`src/pkg/e3oh_pkg.sv`:
```
// Behaviour
// - Overhead bits leave serially, one at a time
// - One-clock strobe near middle of each bit
// - Strobe only while data is stable
// - Terminal captures data when strobe seen high
// - Frame marker high across first overhead bit
// - Section clock from line or local clock
// - Terminal samples marker only with strobe high
// - Terminal counts strobes since marker seen high
// - Counts 0-9 alignment bits 9..0, 10 A, 11 N
// - Overhead data output is always driven
package e3oh_pkg;
   // Overhead bits per frame: ten alignment, A, N
   localparam int E3OH_ALIGN_BITS   = 10;
   localparam int E3OH_BITS_PER_FRM = 12;
   localparam int E3OH_IDX_A        = 10;
   localparam int E3OH_IDX_N        = 11;
   // mclk_in periods per overhead bit and strobe position
   localparam int E3OH_BIT_CYCLES   = 4;
   localparam int E3OH_STROBE_POS   = 2;
   // Reset values
   localparam logic [11:0] E3OH_FRAME_RST = 12'h000;
   localparam logic [3:0]  E3OH_IDX_RST   = 4'h0;

   typedef enum logic [2:0] {
      E3OH_IDLE  = 3'b001,
      E3OH_SHIFT = 3'b010,
      E3OH_WAIT  = 3'b100
   } e3oh_state_type;
endpackage

```
`src/pkg/e3oh_if.sv`:
```
`timescale 1ns/1ps
// Overhead link between framer end and terminal end
interface e3oh_if;
   logic overhead_bit;
   logic overhead_sample_strobe;
   logic overhead_frame_marker;
   modport framer   (output overhead_bit, output overhead_sample_strobe,
                     output overhead_frame_marker);
   modport terminal (input overhead_bit, input overhead_sample_strobe,
                     input overhead_frame_marker);
endinterface

```
`src/core/e3oh_framer_end.sv`:
```
`timescale 1ns/1ps
module e3oh_framer_end
   import e3oh_pkg::*;
(
   // Clocks and reset
   input  wire logic  recovered_line_clock,
   input  wire logic  local_tx_input_clock,
   input  wire logic  loop_timing_in,
   input  wire logic  mclk_in,
   input  wire logic  rst_b_in,
   // Overhead words from the receive framer
   input  wire logic  [11:0] frame_overhead_in,
   input  wire logic         frame_valid_in,
   output logic              frame_ready_out,
   // Link
   e3oh_if.framer            link,
   output logic              rx_section_out_clock
);
   import e3oh_pkg::*;

   // Section clock select; both sources run at 34.368 MHz for E3.
   // A plain mux can glitch when the timing mode flips, so the mode
   // is meant to change only while the far end ignores the link.
   assign rx_section_out_clock = loop_timing_in ?
                                 recovered_line_clock :
                                 local_tx_input_clock;

   // Timing of one overhead bit on the link, in mclk_in cycles:
   //   cycle 1  new bit appears; the marker follows the bit index
   //   cycle 2  bit settles at the far end
   //   cycle 3  sample strobe high; the bit has stood for two clocks
   //   cycle 4  bit still held, so a late capture still sees it
   // Twelve bits make a frame of 48 cycles; one reload cycle with the
   // data low separates frames when words arrive back to back.
   // The strobe is never closer than four clocks to the previous one,
   // so a far end that counts pulses cannot see two in one bit.

   // Last clock of an overhead bit; shared by every shifter register
   function automatic logic last_phase(input logic [1:0] ph);
      return (ph == 2'(E3OH_BIT_CYCLES - 1));
   endfunction

   // Bit index of the N bit, the last one of the frame
   function automatic logic last_bit(input logic [3:0] idx);
      return (idx == 4'(E3OH_IDX_N));
   endfunction

   // Pointer step of the two-entry buffer
   function automatic logic step_ptr(input logic ptr);
      return ~ptr;
   endfunction

   // Two-entry buffer so a late shifter loses no frame word
   logic [11:0] buf_mem [2];
   logic        wr_ptr;
   logic        rd_ptr;
   logic [1:0]  count;
   logic        push;
   logic        pop;

   // Ready only while an entry is free; a full buffer refuses words
   assign frame_ready_out = (count != 2'h2);
   assign push            = frame_valid_in && frame_ready_out;

   // Write pointer moves on every accepted word
   always_ff @(posedge mclk_in or negedge rst_b_in) begin
      if (!rst_b_in) begin
         wr_ptr <= 1'b0;
      end else if (push) begin
         wr_ptr <= step_ptr(wr_ptr);
      end
   end

   // Read pointer moves when the shifter takes a word
   always_ff @(posedge mclk_in or negedge rst_b_in) begin
      if (!rst_b_in) begin
         rd_ptr <= 1'b0;
      end else if (pop) begin
         rd_ptr <= step_ptr(rd_ptr);
      end
   end

   // Fill level; a push and a pop in one cycle leave it unchanged
   always_ff @(posedge mclk_in or negedge rst_b_in) begin
      if (!rst_b_in) begin
         count <= 2'h0;
      end else begin
         count <= count + {1'b0, push} - {1'b0, pop};
      end
   end

   // Storage has no reset; the fill level guards every read
   always_ff @(posedge mclk_in) begin
      if (push) begin
         buf_mem[wr_ptr] <= frame_overhead_in;
      end
   end

   // Shifter: holds each bit for a fixed number of clocks
   e3oh_state_type state;
   e3oh_state_type next_state;
   logic [11:0]    shreg;
   logic [3:0]     bit_idx;
   logic [1:0]     phase;
   logic           shifting;
   logic           bit_end;

   // A word is taken only between frames; an illegal state takes none,
   // so a stray state code cannot swallow a buffered word
   assign shifting = (state == E3OH_SHIFT);
   assign pop      = ((state == E3OH_IDLE) || (state == E3OH_WAIT)) &&
                     (count != 2'h0);
   assign bit_end  = shifting && last_phase(phase);

   // Next state: load, shift twelve bits, then wait for the next word
   always_comb begin
      next_state = state;
      case (state)
         E3OH_IDLE, E3OH_WAIT: begin
            if (pop) begin
               next_state = E3OH_SHIFT;
            end
         end
         E3OH_SHIFT: begin
            if (bit_end && last_bit(bit_idx)) begin
               next_state = E3OH_WAIT;
            end
         end
         default: begin
            next_state = E3OH_IDLE;
         end
      endcase
   end

   // State register
   always_ff @(posedge mclk_in or negedge rst_b_in) begin
      if (!rst_b_in) begin
         state <= E3OH_IDLE;
      end else begin
         state <= next_state;
      end
   end

   // Phase within the bit; restarts at each load and each bit end
   always_ff @(posedge mclk_in or negedge rst_b_in) begin
      if (!rst_b_in) begin
         phase <= 2'h0;
      end else if (pop || bit_end) begin
         phase <= 2'h0;
      end else if (shifting) begin
         phase <= phase + 2'h1;
      end
   end

   // Bit index; stays on the N bit until the next load
   always_ff @(posedge mclk_in or negedge rst_b_in) begin
      if (!rst_b_in) begin
         bit_idx <= E3OH_IDX_RST;
      end else if (pop) begin
         bit_idx <= E3OH_IDX_RST;
      end else if (bit_end && !last_bit(bit_idx)) begin
         bit_idx <= bit_idx + 4'h1;
      end
   end

   // Shift register, first bit in the top position
   always_ff @(posedge mclk_in or negedge rst_b_in) begin
      if (!rst_b_in) begin
         shreg <= E3OH_FRAME_RST;
      end else if (pop) begin
         shreg <= buf_mem[rd_ptr];
      end else if (bit_end) begin
         shreg <= {shreg[10:0], 1'b0};
      end
   end

   // Next output values; data is idle low between frames, never left
   // undriven, so the far end always reads a defined level
   logic next_bit;
   logic next_strobe;
   logic next_marker;
   assign next_bit    = shifting ? shreg[11] : 1'b0;
   // Mid-bit pulse, two clocks after the bit appears
   assign next_strobe = shifting && (phase == 2'(E3OH_STROBE_POS));
   assign next_marker = shifting && (bit_idx == E3OH_IDX_RST);

   // Data output register
   always_ff @(posedge mclk_in or negedge rst_b_in) begin
      if (!rst_b_in) begin
         link.overhead_bit <= 1'b0;
      end else begin
         link.overhead_bit <= next_bit;
      end
   end

   // Strobe output register
   always_ff @(posedge mclk_in or negedge rst_b_in) begin
      if (!rst_b_in) begin
         link.overhead_sample_strobe <= 1'b0;
      end else begin
         link.overhead_sample_strobe <= next_strobe;
      end
   end

   // Marker output register, high across the whole first bit
   always_ff @(posedge mclk_in or negedge rst_b_in) begin
      if (!rst_b_in) begin
         link.overhead_frame_marker <= 1'b0;
      end else begin
         link.overhead_frame_marker <= next_marker;
      end
   end
endmodule // e3oh_framer_end

```
`src/flat_wrapper.sv`:
```
// flat-port wrapper written by rule: the top's interface ports become plain ports
module e3oh_framer_end_flat import e3oh_pkg::*;
  (recovered_line_clock, local_tx_input_clock, loop_timing_in, mclk_in, rst_b_in, frame_overhead_in, frame_valid_in, frame_ready_out, rx_section_out_clock, link_overhead_bit, link_overhead_sample_strobe, link_overhead_frame_marker);
  e3oh_if link_i ();
  input  wire logic recovered_line_clock;
  input  wire logic local_tx_input_clock;
  input  wire logic loop_timing_in;
  input  wire logic mclk_in;
  input  wire logic rst_b_in;
  input  wire logic  [11:0] frame_overhead_in;
  input  wire logic frame_valid_in;
  output logic frame_ready_out;
  output logic rx_section_out_clock;
  output wire logic [$bits(link_i.overhead_bit)-1:0] link_overhead_bit;
  output wire logic [$bits(link_i.overhead_sample_strobe)-1:0] link_overhead_sample_strobe;
  output wire logic [$bits(link_i.overhead_frame_marker)-1:0] link_overhead_frame_marker;
  assign link_overhead_bit = link_i.overhead_bit;
  assign link_overhead_sample_strobe = link_i.overhead_sample_strobe;
  assign link_overhead_frame_marker = link_i.overhead_frame_marker;
  e3oh_framer_end u_core (.recovered_line_clock(recovered_line_clock), .local_tx_input_clock(local_tx_input_clock), .loop_timing_in(loop_timing_in), .mclk_in(mclk_in), .rst_b_in(rst_b_in), .frame_overhead_in(frame_overhead_in), .frame_valid_in(frame_valid_in), .frame_ready_out(frame_ready_out), .link(link_i), .rx_section_out_clock(rx_section_out_clock));
endmodule
```
`config.mk`:
```
export PLATFORM = sky130hd
export DESIGN_NAME = e3oh_framer_end_flat
export DESIGN_NICKNAME = d
export VERILOG_FILES = /design/src/pkg/e3oh_pkg.sv /design/src/pkg/e3oh_if.sv /design/src/core/e3oh_framer_end.sv /design/src/flat_wrapper.sv
export SDC_FILE = /design/constraint.sdc
export NUM_CORES = 1
export LEC_CHECK = 0
export ABC_AREA = 0
export BUFFER_PORTS_ARGS = -buffer_cell sky130_fd_sc_hd__buf_4
export CAP_MARGIN = 20
export CORE_ASPECT_RATIO = 0.8
export CORE_MARGIN = 2
export CORE_UTILIZATION = 38
export DETAILED_ROUTE_END_ITERATION = 8
export PLACE_DENSITY = 0.55
export SYNTH_ARGS = -nofsm -noshare
export SYNTH_HDL_FRONTEND = slang
export SYNTH_SLANG_ARGS = --single-unit
export TNS_END_PERCENT = 10
```
`constraint.sdc`:
```
create_clock -name mclk_in -period 1.5 [get_ports mclk_in]
set_input_delay 0.075 -clock mclk_in [delete_from_list [all_inputs] [get_ports mclk_in]]
set_output_delay 0.075 -clock mclk_in [all_outputs]
set_load 0.01 [all_outputs]
```
Word-level counts from Yosys, hierarchy flattened
Memories as Yosys holds them, arrays and structs flattened.
Cells that the tools add are included.
Word-level totals
  flip-flop bits (word level): 28
  latch bits: 0
  RAM bits: 24
  bits in read-only memories: 0
  bits of input ports: 18
  memories kept: 1
Cells by class
  $add $sub $neg: 4
  $mul: 0
  divide/modulo/power cells: 0
  magnitude comparators: 0
  eq/ne operators: 9
  shift-type cells: 0
  multiplexer cells: 13
  bitwise gates (word level): 2
  reduce and logical (&&, ||, !) cells: 17
Memories
  u_core.buf_mem: words 2, bits a word 12, rd ports 1, clocked after memory_dff 0, wr ports 1, RTL line e3oh_framer_end.sv:54  | logic [11:0] buf_mem [2];
Operator list (number)
  $mux W12: 2
  $mux W4: 2
  $reduce_bool A2 Y1: 4
  $logic_and A1 B1 Y1: 7
  $mux W3: 2
  $pmux W3 S2: 1
  $add A4 B1 Y4 const B: 1
  $eq A2 B2 Y1 const B: 2
  $eq A4 B4 Y1 const B: 1
  $logic_not A4 Y1: 1
  $mux W1: 4
  $mux W2: 2
  $ne A2 B2 Y1 const B: 2
  $eq A3 B1 Y1 const B: 1
  $eq A3 B2 Y1 const B: 1
  $eq A3 B3 Y1 const B: 1
  $add A2 B1 Y2: 1
  $add A2 B1 Y2 const B: 1
  $logic_or A1 B1 Y1: 2
  $ne A2 B1 Y1 const B: 1
  $not A1 Y1: 2
  $reduce_and A2 Y1: 1
  $reduce_or A2 Y1: 1
  $sub A2 B1 Y2: 1
  $logic_not A1 Y1: 1

Depth between registers and ports, before layout
Gate-level depths: netlist (run 1).
  word-level depth: 5
  mapped depth: 6

Worst setup path before layout (run 1)
OpenSTA, ideal clock, no wires.
  kind: register to register
  start point: reg u_core.count[0]
  end point: mem u_core.buf_mem[0][0] (enable)
  library setup time: 380 ps
  arrival time: 1241 ps
  path slack: -121 ps
  cell stages (with the launch flop): 4
  buffers on the path: 0
  period minus slack after synthesis: 1621 ps
  path through: dfrtp_1 > nand2b_1 > nand2_1 > nor2_1
Between the ends
  word-level cells in the longest chain between the ends: 4
Ends and longest elaborated chain
  start: declaration: RTL line e3oh_framer_end.sv:57  | logic [1:0] count;
  start signal: assignment: RTL line e3oh_framer_end.sv:88  | count <= count + {1'b0, push} - {1'b0, pop};
  $ne A2 B2 Y1: RTL line e3oh_framer_end.sv:62  | assign frame_ready_out = (count != 2'h2);
  net frame_ready_out: RTL line flat_wrapper.sv:12  | output logic frame_ready_out;
  $logic_and A1 B1 Y1: RTL line e3oh_framer_end.sv:63  | assign push = frame_valid_in && frame_ready_out;
  $mux W1: RTL line e3oh_framer_end.sv:94  | if (push) begin
  $mux W1 (implied by the code): RTL line e3oh_framer_end.sv:95  | buf_mem[wr_ptr] <= frame_overhead_in;
  end: declaration: RTL line e3oh_framer_end.sv:54
The timed path passes the listed nets, and every way through them passes these cells.

Final worst setup path (run 1)
  start point: reg u_core.state[2]
  end point: reg u_core.phase[0]
Between the ends
  word-level cells in the longest chain between the ends: 5
  elaborated cells between the ends (all ways): 9
  classes of those cells: eq/ne (3); mux (1); reduce/logical (5)
Ends and longest elaborated chain
  start: declaration: RTL line e3oh_framer_end.sv:100  | e3oh_state_type state;
  start signal: assignment: RTL line e3oh_framer_end.sv:140  | state <= next_state;
  $eq A3 B1 Y1 / $eq A3 B3 Y1 (equally long branches): RTL line e3oh_framer_end.sv:111  | assign pop = ((state == E3OH_IDLE) || (state == E3OH_WAIT)) &&
  $logic_or A1 B1 Y1: RTL line e3oh_framer_end.sv:111
  $logic_and A1 B1 Y1: RTL line e3oh_framer_end.sv:111
  $logic_or A1 B1 Y1: RTL line e3oh_framer_end.sv:148  | end else if (pop || bit_end) begin
  $mux W2 / $reduce_bool A2 Y1 (equally long branches)
  end signal: assignment: RTL line e3oh_framer_end.sv:151  | phase <= phase + 2'h1;
  end: declaration: RTL line e3oh_framer_end.sv:104  | logic [1:0] phase;
Parallel ways exist; a longest one is shown, timed or not.
A chain may end at the register's enable or synchronous reset.

==> impl_metrics.tcl, run 1 <==
set metrics [dict create \
    rsz0062_at_grt "true" \
    crit_arrival_ps 1720 \
    clk-insertion-delay-late_ps 310 \
    p_leak_nw 1.21 \
    syn_to_final_growth_pct 29.3 \
    hold_class "in -> reg" \
    grt_overflow 0 \
    path_delay_family "simple AND/OR/NAND/NOR gates" \
    design_area_sq_um 2890 \
    dp_hpwl_um 2800 \
    syn_avg_cell_area_sq_um 13.0 \
    synthesis.area_sq_um 2240 \
    cts_buffer_depth 2 \
    final.fill_count 469 \
    vias 1455 \
    synth_edf_count 24 \
    peakVddDrop_v 0.000606 \
    final.min_clock_period_ps 1490 \
    wl_per_cell_um 13.3 \
    use_met1 0.165 \
    numCtsBuffers 5 \
    crit_path_cell_trace "or3b_4 > or3_1 > a21oi_2" \
    diodes 0 \
    grt_most_used_layer "met2" \
    ys_warn_count 0 \
    synthCells 172 \
    drc 0 \
    numClockSinks 52 \
    ios 23 \
    rrSetupSlack_ps 10 \
    path_class "reg -> reg" \
    critPathLaunchType "register" \
    max_freq_mhz 672 \
    die_w_um 89.8 \
    ys_ff_latch 52 \
    cts_tree "built" \
    maxSlewViolCount 0 \
    total_power_mw 3.05 \
    dr.pass1.iters 6 \
    yosys.cell_types.count 40 \
    placed_area_sq_um 2580 \
    drive_above_1_share 0.291 \
    die_area_sq_um 6520 \
    worst_pin_slew_ps 370 \
    grt_pass1_wl_um 6800 \
    drt_iter0_markers 70 \
    ys.flop_type "dfrtp_1" \
    fin_util 0.520 \
    synthTopCellsByCount "dfrtp_1 (27), edfxtp_1 (24), nand2_1 (17), inv_1 (16), mux2i_1 (12)" \
    synthTopCellsByArea "edfxtp_1 (32%), dfrtp_1 (30%), mux2i_1 (5.4%), o221ai_1 (3.9%), nand2_1 (2.9%)" \
    gp_congestion 0.729 \
    hold_viol 0 \
    use_met3 0.0331 \
    detail-route-antenna-nets 0 \
    fin_crit_sh 0.992 \
    gr-usage-met2 0.235 \
    drt-total-wl_um 4020 \
    relSlewSlack 0.754 \
    synthesis.nets 195 \
    cp_max_fo 6 \
    synth_top_cell_area_share 0.322 \
    fin_skew_ps 7.17 \
    setup_viol 0 \
    die_y_um 72.6 \
    port_buffers 22 \
    antenna_found_initial 0 \
    p_per_area_nw_per_um2 1060 \
    grt_start_max_net_pins 29 \
    cp_num_buf_inv 0 \
    rows 24 \
    critPathSlowestCell "dfrtp_2" \
    htree_num_levels 2 \
    initial_core_util 0.403 \
    ys_async_sr_fraction 0.538 \
    max_stage_delay_ps 480 \
    clk_pin_slew_worst_paths_ps 100 \
    yosys.area.top_type "edfxtp_1" \
    cp_data_required_time_ps 1730 \
    grt_pass1_vias 1482 \
    cts-root-buf "clkbuf_8" \
    worst_setup_path_end_kind "register" \
    regArea_sq_um 1430 \
    max-cap-violations 0 \
    finish.net_count 245 \
    synth-seq-area-share 0.636 \
    core_sq_um 5560 \
    final.setup.tns_ps 0 \
    via_per_inst 4.83 \
    grt_usage 0.134 \
    multi_input_area_sq_um 756 \
    status "complete, no violations" \
    yosysMostFrequentCell "dfrtp_1" \
]
-- layer usage --
layer  vias up  routed length, um
li1        715                  -
met2        24               1930
met3         8                138
met1       708               1890
met5         -                  0
met4         0                 53
-- path summary, 6_finish.rpt --
kind | start | to | cells after the start
worst max-delay path | u_core.state[2] | u_core.phase[0] | 3
worst min-delay path | frame_valid_in | u_core.wr_ptr | 3
worst max register to register | u_core.state[2] | u_core.phase[0] | 3
worst min register to register | u_core.shreg[3] | u_core.shreg[4] | 2
max in group asynchronous | rst_b_in | u_core.state[0] | 2
min in group asynchronous | rst_b_in | u_core.count[0] | 2
-- worst min-delay path, cell delays in order --
cell and delay, ps:
buf_4 110, nand2_1 110, xnor2_1 70
-- flip-flops by register name, summed over array words and instances, names as in the netlist --
| signal | count |
|---|---|
| u_core.rd_ptr | 1 |
| u_core.wr_ptr | 1 |
| u_core.bit_idx | 4 |
| u_core.link.overhead_bit | 1 |
| u_core.state | 3 |
| u_core.link.overhead_sample_strobe | 1 |
| u_core.shreg | 12 |
| u_core.buf_mem | 24 |
| u_core.phase | 2 |
| u_core.count | 2 |
| u_core.link.overhead_frame_marker | 1 |
-- power breakdown --
part | internal (mW) | switching (mW)
clock network | 0.331 | 0.469
logic | 0.233 | 0.227
registers | 1.71 | 0.0842
total | 2.27 | 0.780
-- metrics by stage --
stage | hold WS (ps) | std cells | worst slack, ps
after global placement | 7.08 | 277 | -27.5
after CTS | 89.0 | 301 | 12.9
final | 97.7 | 301 | 12.3
after global routing | 121 | 301 | -38.3
after detailed placement | 20.0 | 277 | -103
after floorplan | -221 | 172 | 56.9
-- cell type report --
class,instances,area share
clock buffers,5,0.0238
flip-flops and latches,52,0.493
inverters,16,0.0208
clock inverters,3,0.00822
multi-input cells,95,0.261
well taps,78,0.0338
repair buffers,52,0.159
-- cell usage in the layout, fill, tap and decap left out, drive strengths merged, types with 7 or more instances in the layout --
cell type / Yosys / routed
buf: 7 / 39
dlygate4sd3: 0 / 13
o221ai: 10 / 10
dfrtp: 27 / 27
edfxtp: 24 / 24
nand2: 17 / 17
o21ai: 9 / 9
mux2i: 12 / 12
a21oi: 7 / 7
inv: 16 / 16
-- repair_timing --
item	CTS	global route
pin swaps	0	2
hold buffers	13	0
setup buffers	3	0
endpoints found under the setup margin	15	21
hold endpoints to repair	52	0
gates resized for setup	3	10
-- cell families after synthesis --
logic type	synth area share
simple gates	0.100
flops	0.636
buf+inv	0.0554
xor+xnor	0.0190
compound gates	0.0979
mux	0.0638
fa+ha+maj	0.0280
Note: power is estimated with default switching activity, not from simulation.
==> run 2, diff against run 1 <==
- PLACE_DENSITY: 0.55 -> 0.53
- clock period: 1.5 -> 1.7 ns (I/O delays scaled with it)
==> impl_metrics.tcl, run 2 (synthesis gave the netlist of run 1 again) <==
set metrics [dict create \
    instances_no_fill 290 \
    multi_input_area_sq_um 696 \
    final.min_clock_period_ps 1570 \
    setup_viol 0 \
    regMostFlops "u_core.buf_mem" \
    drt_iter0_markers 102 \
    hold_start "frame_valid_in" \
    dp_hpwl_um 2690 \
    clk-insertion-delay-late_ps 290 \
    layout_common_cells "buf_4 (28), dfrtp_1 (27), edfxtp_1 (24), nand2_1 (17), inv_1 (16)" \
    detail-route-antenna-nets 0 \
    cp_max_fo 10 \
    drive_above_1_share 0.212 \
    rows 24 \
    path_class "reg -> reg" \
    maxSlewViolCount 0 \
    vias 1381 \
    cts_setup_buffers 0 \
    grt_pass1_wl_um 6160 \
    antenna_found_initial 0 \
    dr.pass1.iters 4 \
    path_delay_family "compound AO/OA/AOI/OAI gates" \
    p_leak_nw 1.15 \
    cp_num_buf_inv 0 \
    design_area_sq_um 2700 \
    syn_to_final_growth_pct 20.9 \
    via_per_inst 4.76 \
    status "complete, no violations" \
    grt_start_max_net_pins 29 \
    die_y_um 72.6 \
    ios 23 \
    critPathLaunchType "register" \
    startpoint "u_core.state[0]" \
    fin_crit_sh 0.923 \
    worst_pin_slew_ps 476 \
    final.fill_count 482 \
    hold_viol 0 \
    drc 0 \
    gp_congestion 0.709 \
    p_per_area_nw_per_um2 957 \
    worst_hold_slack_ps 111 \
    grt_pass1_vias 1335 \
    regArea_sq_um 1420 \
    setup_ws_ps 131 \
    r2r-start "u_core.state[0]" \
    wl_per_cell_um 13.1 \
    worst_setup_path_end_kind "register" \
    cp_data_required_time_ps 1850 \
    place_ws_ps 80.6 \
    fin_skew_ps 3.64 \
    final_common_cell "buf_4" \
    placed_area_sq_um 2480 \
    crit_arrival_ps 1720 \
    core_sq_um 5560 \
    post-place-cells 269 \
    max_stage_delay_ps 620 \
    max_freq_mhz 637 \
    initial_core_util 0.403 \
    largest_reg_flops 24 \
    grt_usage 0.120 \
    cts_tree "built" \
    hold_class "in -> reg" \
    die_area_sq_um 6520 \
    relSlewSlack 0.682 \
    largestRegisters "u_core.buf_mem: 24 flops, u_core.shreg: 12 flops, u_core.bit_idx: 4 flops" \
    drt-total-wl_um 3810 \
    htree_num_levels 2 \
    crit_path_cell_trace "xnor2_2 > o21ai_2 > o221ai_1" \
    cts_buffer_depth 2 \
    die_w_um 89.8 \
    final.setup.tns_ps 0 \
    diodes 0 \
    clk_pin_slew_worst_paths_ps 90 \
    cts-root-buf "clkbuf_8" \
    critPathSlowestCell "dfstp_2" \
    port_buffers 22 \
    rsz0062_at_grt "false" \
    max-cap-violations 0 \
    grt_overflow 0 \
    numCtsBuffers 5 \
    numClockSinks 52 \
    finish.net_count 234 \
    peakVddDrop_v 0.000537 \
]
## run 2: changes by cell type in the layout (fill, tap and decap cells not counted), sizes merged
| cell | change |
|---|---|
| buf | -11 |
| clkinv | +2 |
| clkinvlp | -2 |
## run 2: routing by layer
metal,GRT usage,share of wire
met5,0,0
met3,0.0351,0.040
met4,0.0410,0.0087
met1,0.168,0.51
met2,0.184,0.44
## run 2: area by class of cell
type	instances	area share
sequential	52	0.526
clock inverter	3	0.00694
timing repair buffer	41	0.126
clock buffer	5	0.0255
tap	78	0.0361
inverter	16	0.0222
multi-input combinational	95	0.257
## run 2: worst min-delay path, delay by kind of cell
family | cells | cell delay, ps
xor+xnor | 1 | 70
buf+inv | 1 | 110
simple gates | 1 | 100
## run 2: worst paths after layout
kind | endpoint | slack, ps | depth (start not counted)
hold reg to reg | u_core.shreg[4] | 490 | 2
max in group asynchronous | u_core.state[0] | 1160 | 2
min in group asynchronous | u_core.phase[1] | 240 | 2
hold / removal | u_core.wr_ptr | 110 | 3
setup / recovery | u_core.shreg[10] | 130 | 3
setup reg to reg | u_core.shreg[10] | 130 | 3
## run 2: through the flow
step / total power, mW / utilization
6_report: 2.59 / 0.487
5_1_grt: 2.72 / 0.487
4_1_cts: 2.64 / 0.486
3_5_place_dp: 1.94 / 0.447
3_3_place_gp: 1.92 / 0.447
2_1_floorplan: 1.77 / -
## run 2: timing repair
action / CTS / global route
setup endpoints to repair: 0 / 12
hold buffers: 13 / 0
resized for setup: 0 / 1
endpoints found under the hold margin: 52 / 0
## run 2: report_power, final
| part | switching (mW) | internal (mW) | total (mW) |
|---|---|---|---|
| Sequential | 0.0611 | 1.51 | 1.57 |
| Clock | 0.382 | 0.287 | 0.670 |
| Combinational | 0.189 | 0.159 | 0.348 |
| Total | 0.632 | 1.95 | 2.59 |
==> run 3, diff against run 2 <==
- BUFFER_PORTS_ARGS: -buffer_cell sky130_fd_sc_hd__buf_4 -> not set
- DONT_BUFFER_PORTS: not set -> 1
- PLACE_DENSITY: 0.53 -> 0.49
==> impl_metrics.tcl, run 3 (synthesis gave the netlist of run 1 again) <==
set metrics [dict create \
    placed_area_sq_um 2330 \
    multi_input_area_sq_um 691 \
    cts_setup_buffers 0 \
    design_area_sq_um 2610 \
    grt_start_max_net_pins 29 \
    crit_path_cell_trace "xnor2_2 > o21ai_2 > o221ai_1" \
    dp_hpwl_um 2640 \
    max_freq_mhz 650 \
    gp_congestion 0.740 \
    grt_pass1_wl_um 6470 \
    max_stage_delay_ps 620 \
    fin_crit_sh 0.905 \
    numClockSinks 52 \
    setup_viol 0 \
    critPathSlowestCell "dfstp_2" \
    die_y_um 72.6 \
    status "complete, no violations" \
    port_buffers 0 \
    ios 23 \
    detail-route-antenna-nets 0 \
    max-cap-violations 0 \
    syn_to_final_growth_pct 16.8 \
    die_w_um 89.8 \
    layout_common_cells "dfrtp_1 (27), edfxtp_1 (24), nand2_1 (17), inv_1 (16), dlygate4sd3_1 (14)" \
    initial_core_util 0.403 \
    critPathLaunchType "register" \
    hold_viol 0 \
    final.setup.tns_ps 0 \
    grt_overflow 0 \
    p_per_area_nw_per_um2 1050 \
    regArea_sq_um 1420 \
    final.fill_count 503 \
    core_sq_um 5560 \
    worst_pin_slew_ps 498 \
    dr.pass1.iters 4 \
    clk_pin_slew_worst_paths_ps 100 \
    regMostFlops "u_core.buf_mem" \
    reg2reg_depth 3 \
    rsz0062_at_grt "false" \
    cp_data_required_time_ps 1850 \
    final.min_clock_period_ps 1540 \
    path_class "reg -> reg" \
    vias 1321 \
    cp_max_fo 10 \
    cts_tree "built" \
    wl_per_cell_um 14.0 \
    worst_setup_path_end_kind "register" \
    cts-root-buf "clkbuf_8" \
    crit_arrival_ps 1690 \
    die_area_sq_um 6520 \
    final_common_cell "dfrtp_1" \
    diodes 0 \
    grt_usage 0.126 \
    hold_class "in -> async" \
    drc 0 \
    drt_iter0_markers 78 \
    maxSlewViolCount 0 \
    finish.net_count 216 \
    drt-total-wl_um 3800 \
    htree_num_levels 2 \
    largestRegisters "u_core.buf_mem: 24 flops, u_core.shreg: 12 flops, u_core.bit_idx: 4 flops" \
    clk-insertion-delay-late_ps 300 \
    grt_pass1_vias 1329 \
    drive_above_1_share 0.129 \
    p_leak_nw 1.08 \
    rows 24 \
    total_power_mw 2.75 \
    fin_skew_ps 9.68 \
    relSlewSlack 0.667 \
    antenna_found_initial 0 \
    via_per_inst 4.86 \
    peakVddDrop_v 0.000685 \
    cts_buffer_depth 2 \
    largest_reg_flops 24 \
    numCtsBuffers 5 \
]
## run 3: per-stage QoR
step	utilization	hold WS, ps	worst slack (ps)	std cells
after floorplan	-	-211	78.8	172
after global placement	0.420	-209	200	249
after global routing	0.470	245	44.2	272
after CTS	0.470	243	160	272
after detailed placement	0.420	-210	173	249
final	0.470	226	161	272
## run 3: where the power goes
group          switching [mW]  internal (mW)  leakage, nW
combinational           0.182          0.126        0.455
sequential             0.0619           1.51        0.560
clock                   0.388          0.482       0.0614
total                   0.632           2.12         1.08
## run 3: area by class of cell
cell class,count,share of cell area
Multi-Input combinational cell,95,0.264
Timing Repair Buffer,23,0.0843
Inverter,16,0.0230
Clock inverter,2,0.0148
Tap cell,78,0.0374
Clock buffer,6,0.0316
Sequential cell,52,0.545
## run 3: critical path, delay by kind of cell, from the launching register on
| family | cells | cell delay (ps) |
|---|---|---|
| flops | 1 | 620 |
| xor+xnor | 1 | 150 |
| compound gates | 2 | 620 |
## run 3: repair_timing
action	4_1_cts	5_1_grt
endpoints found under the hold margin	53	0
gates resized for setup	0	0
hold buffers	15	0
## run 3: worst paths after layout
kind,startpoint,end,slack [ps]
max in group asynchronous,rst_b_in,u_core.state[0],1230
max reg2reg,u_core.state[0],u_core.shreg[10],160
min in group mclk_in,frame_valid_in,u_core.buf_mem[1][4],270
min,rst_b_in,u_core.shreg[11],230
max,u_core.state[0],u_core.shreg[10],160
min reg2reg,u_core.shreg[2],u_core.shreg[3],490
## run 3: per-layer routing
metal	routed length (um)	share of wire	GRT usage
met1	2030	0.54	0.186
met2	1620	0.43	0.186
met3	100	0.026	0.0289
met4	44	0.012	0.0444
met5	0	0	0
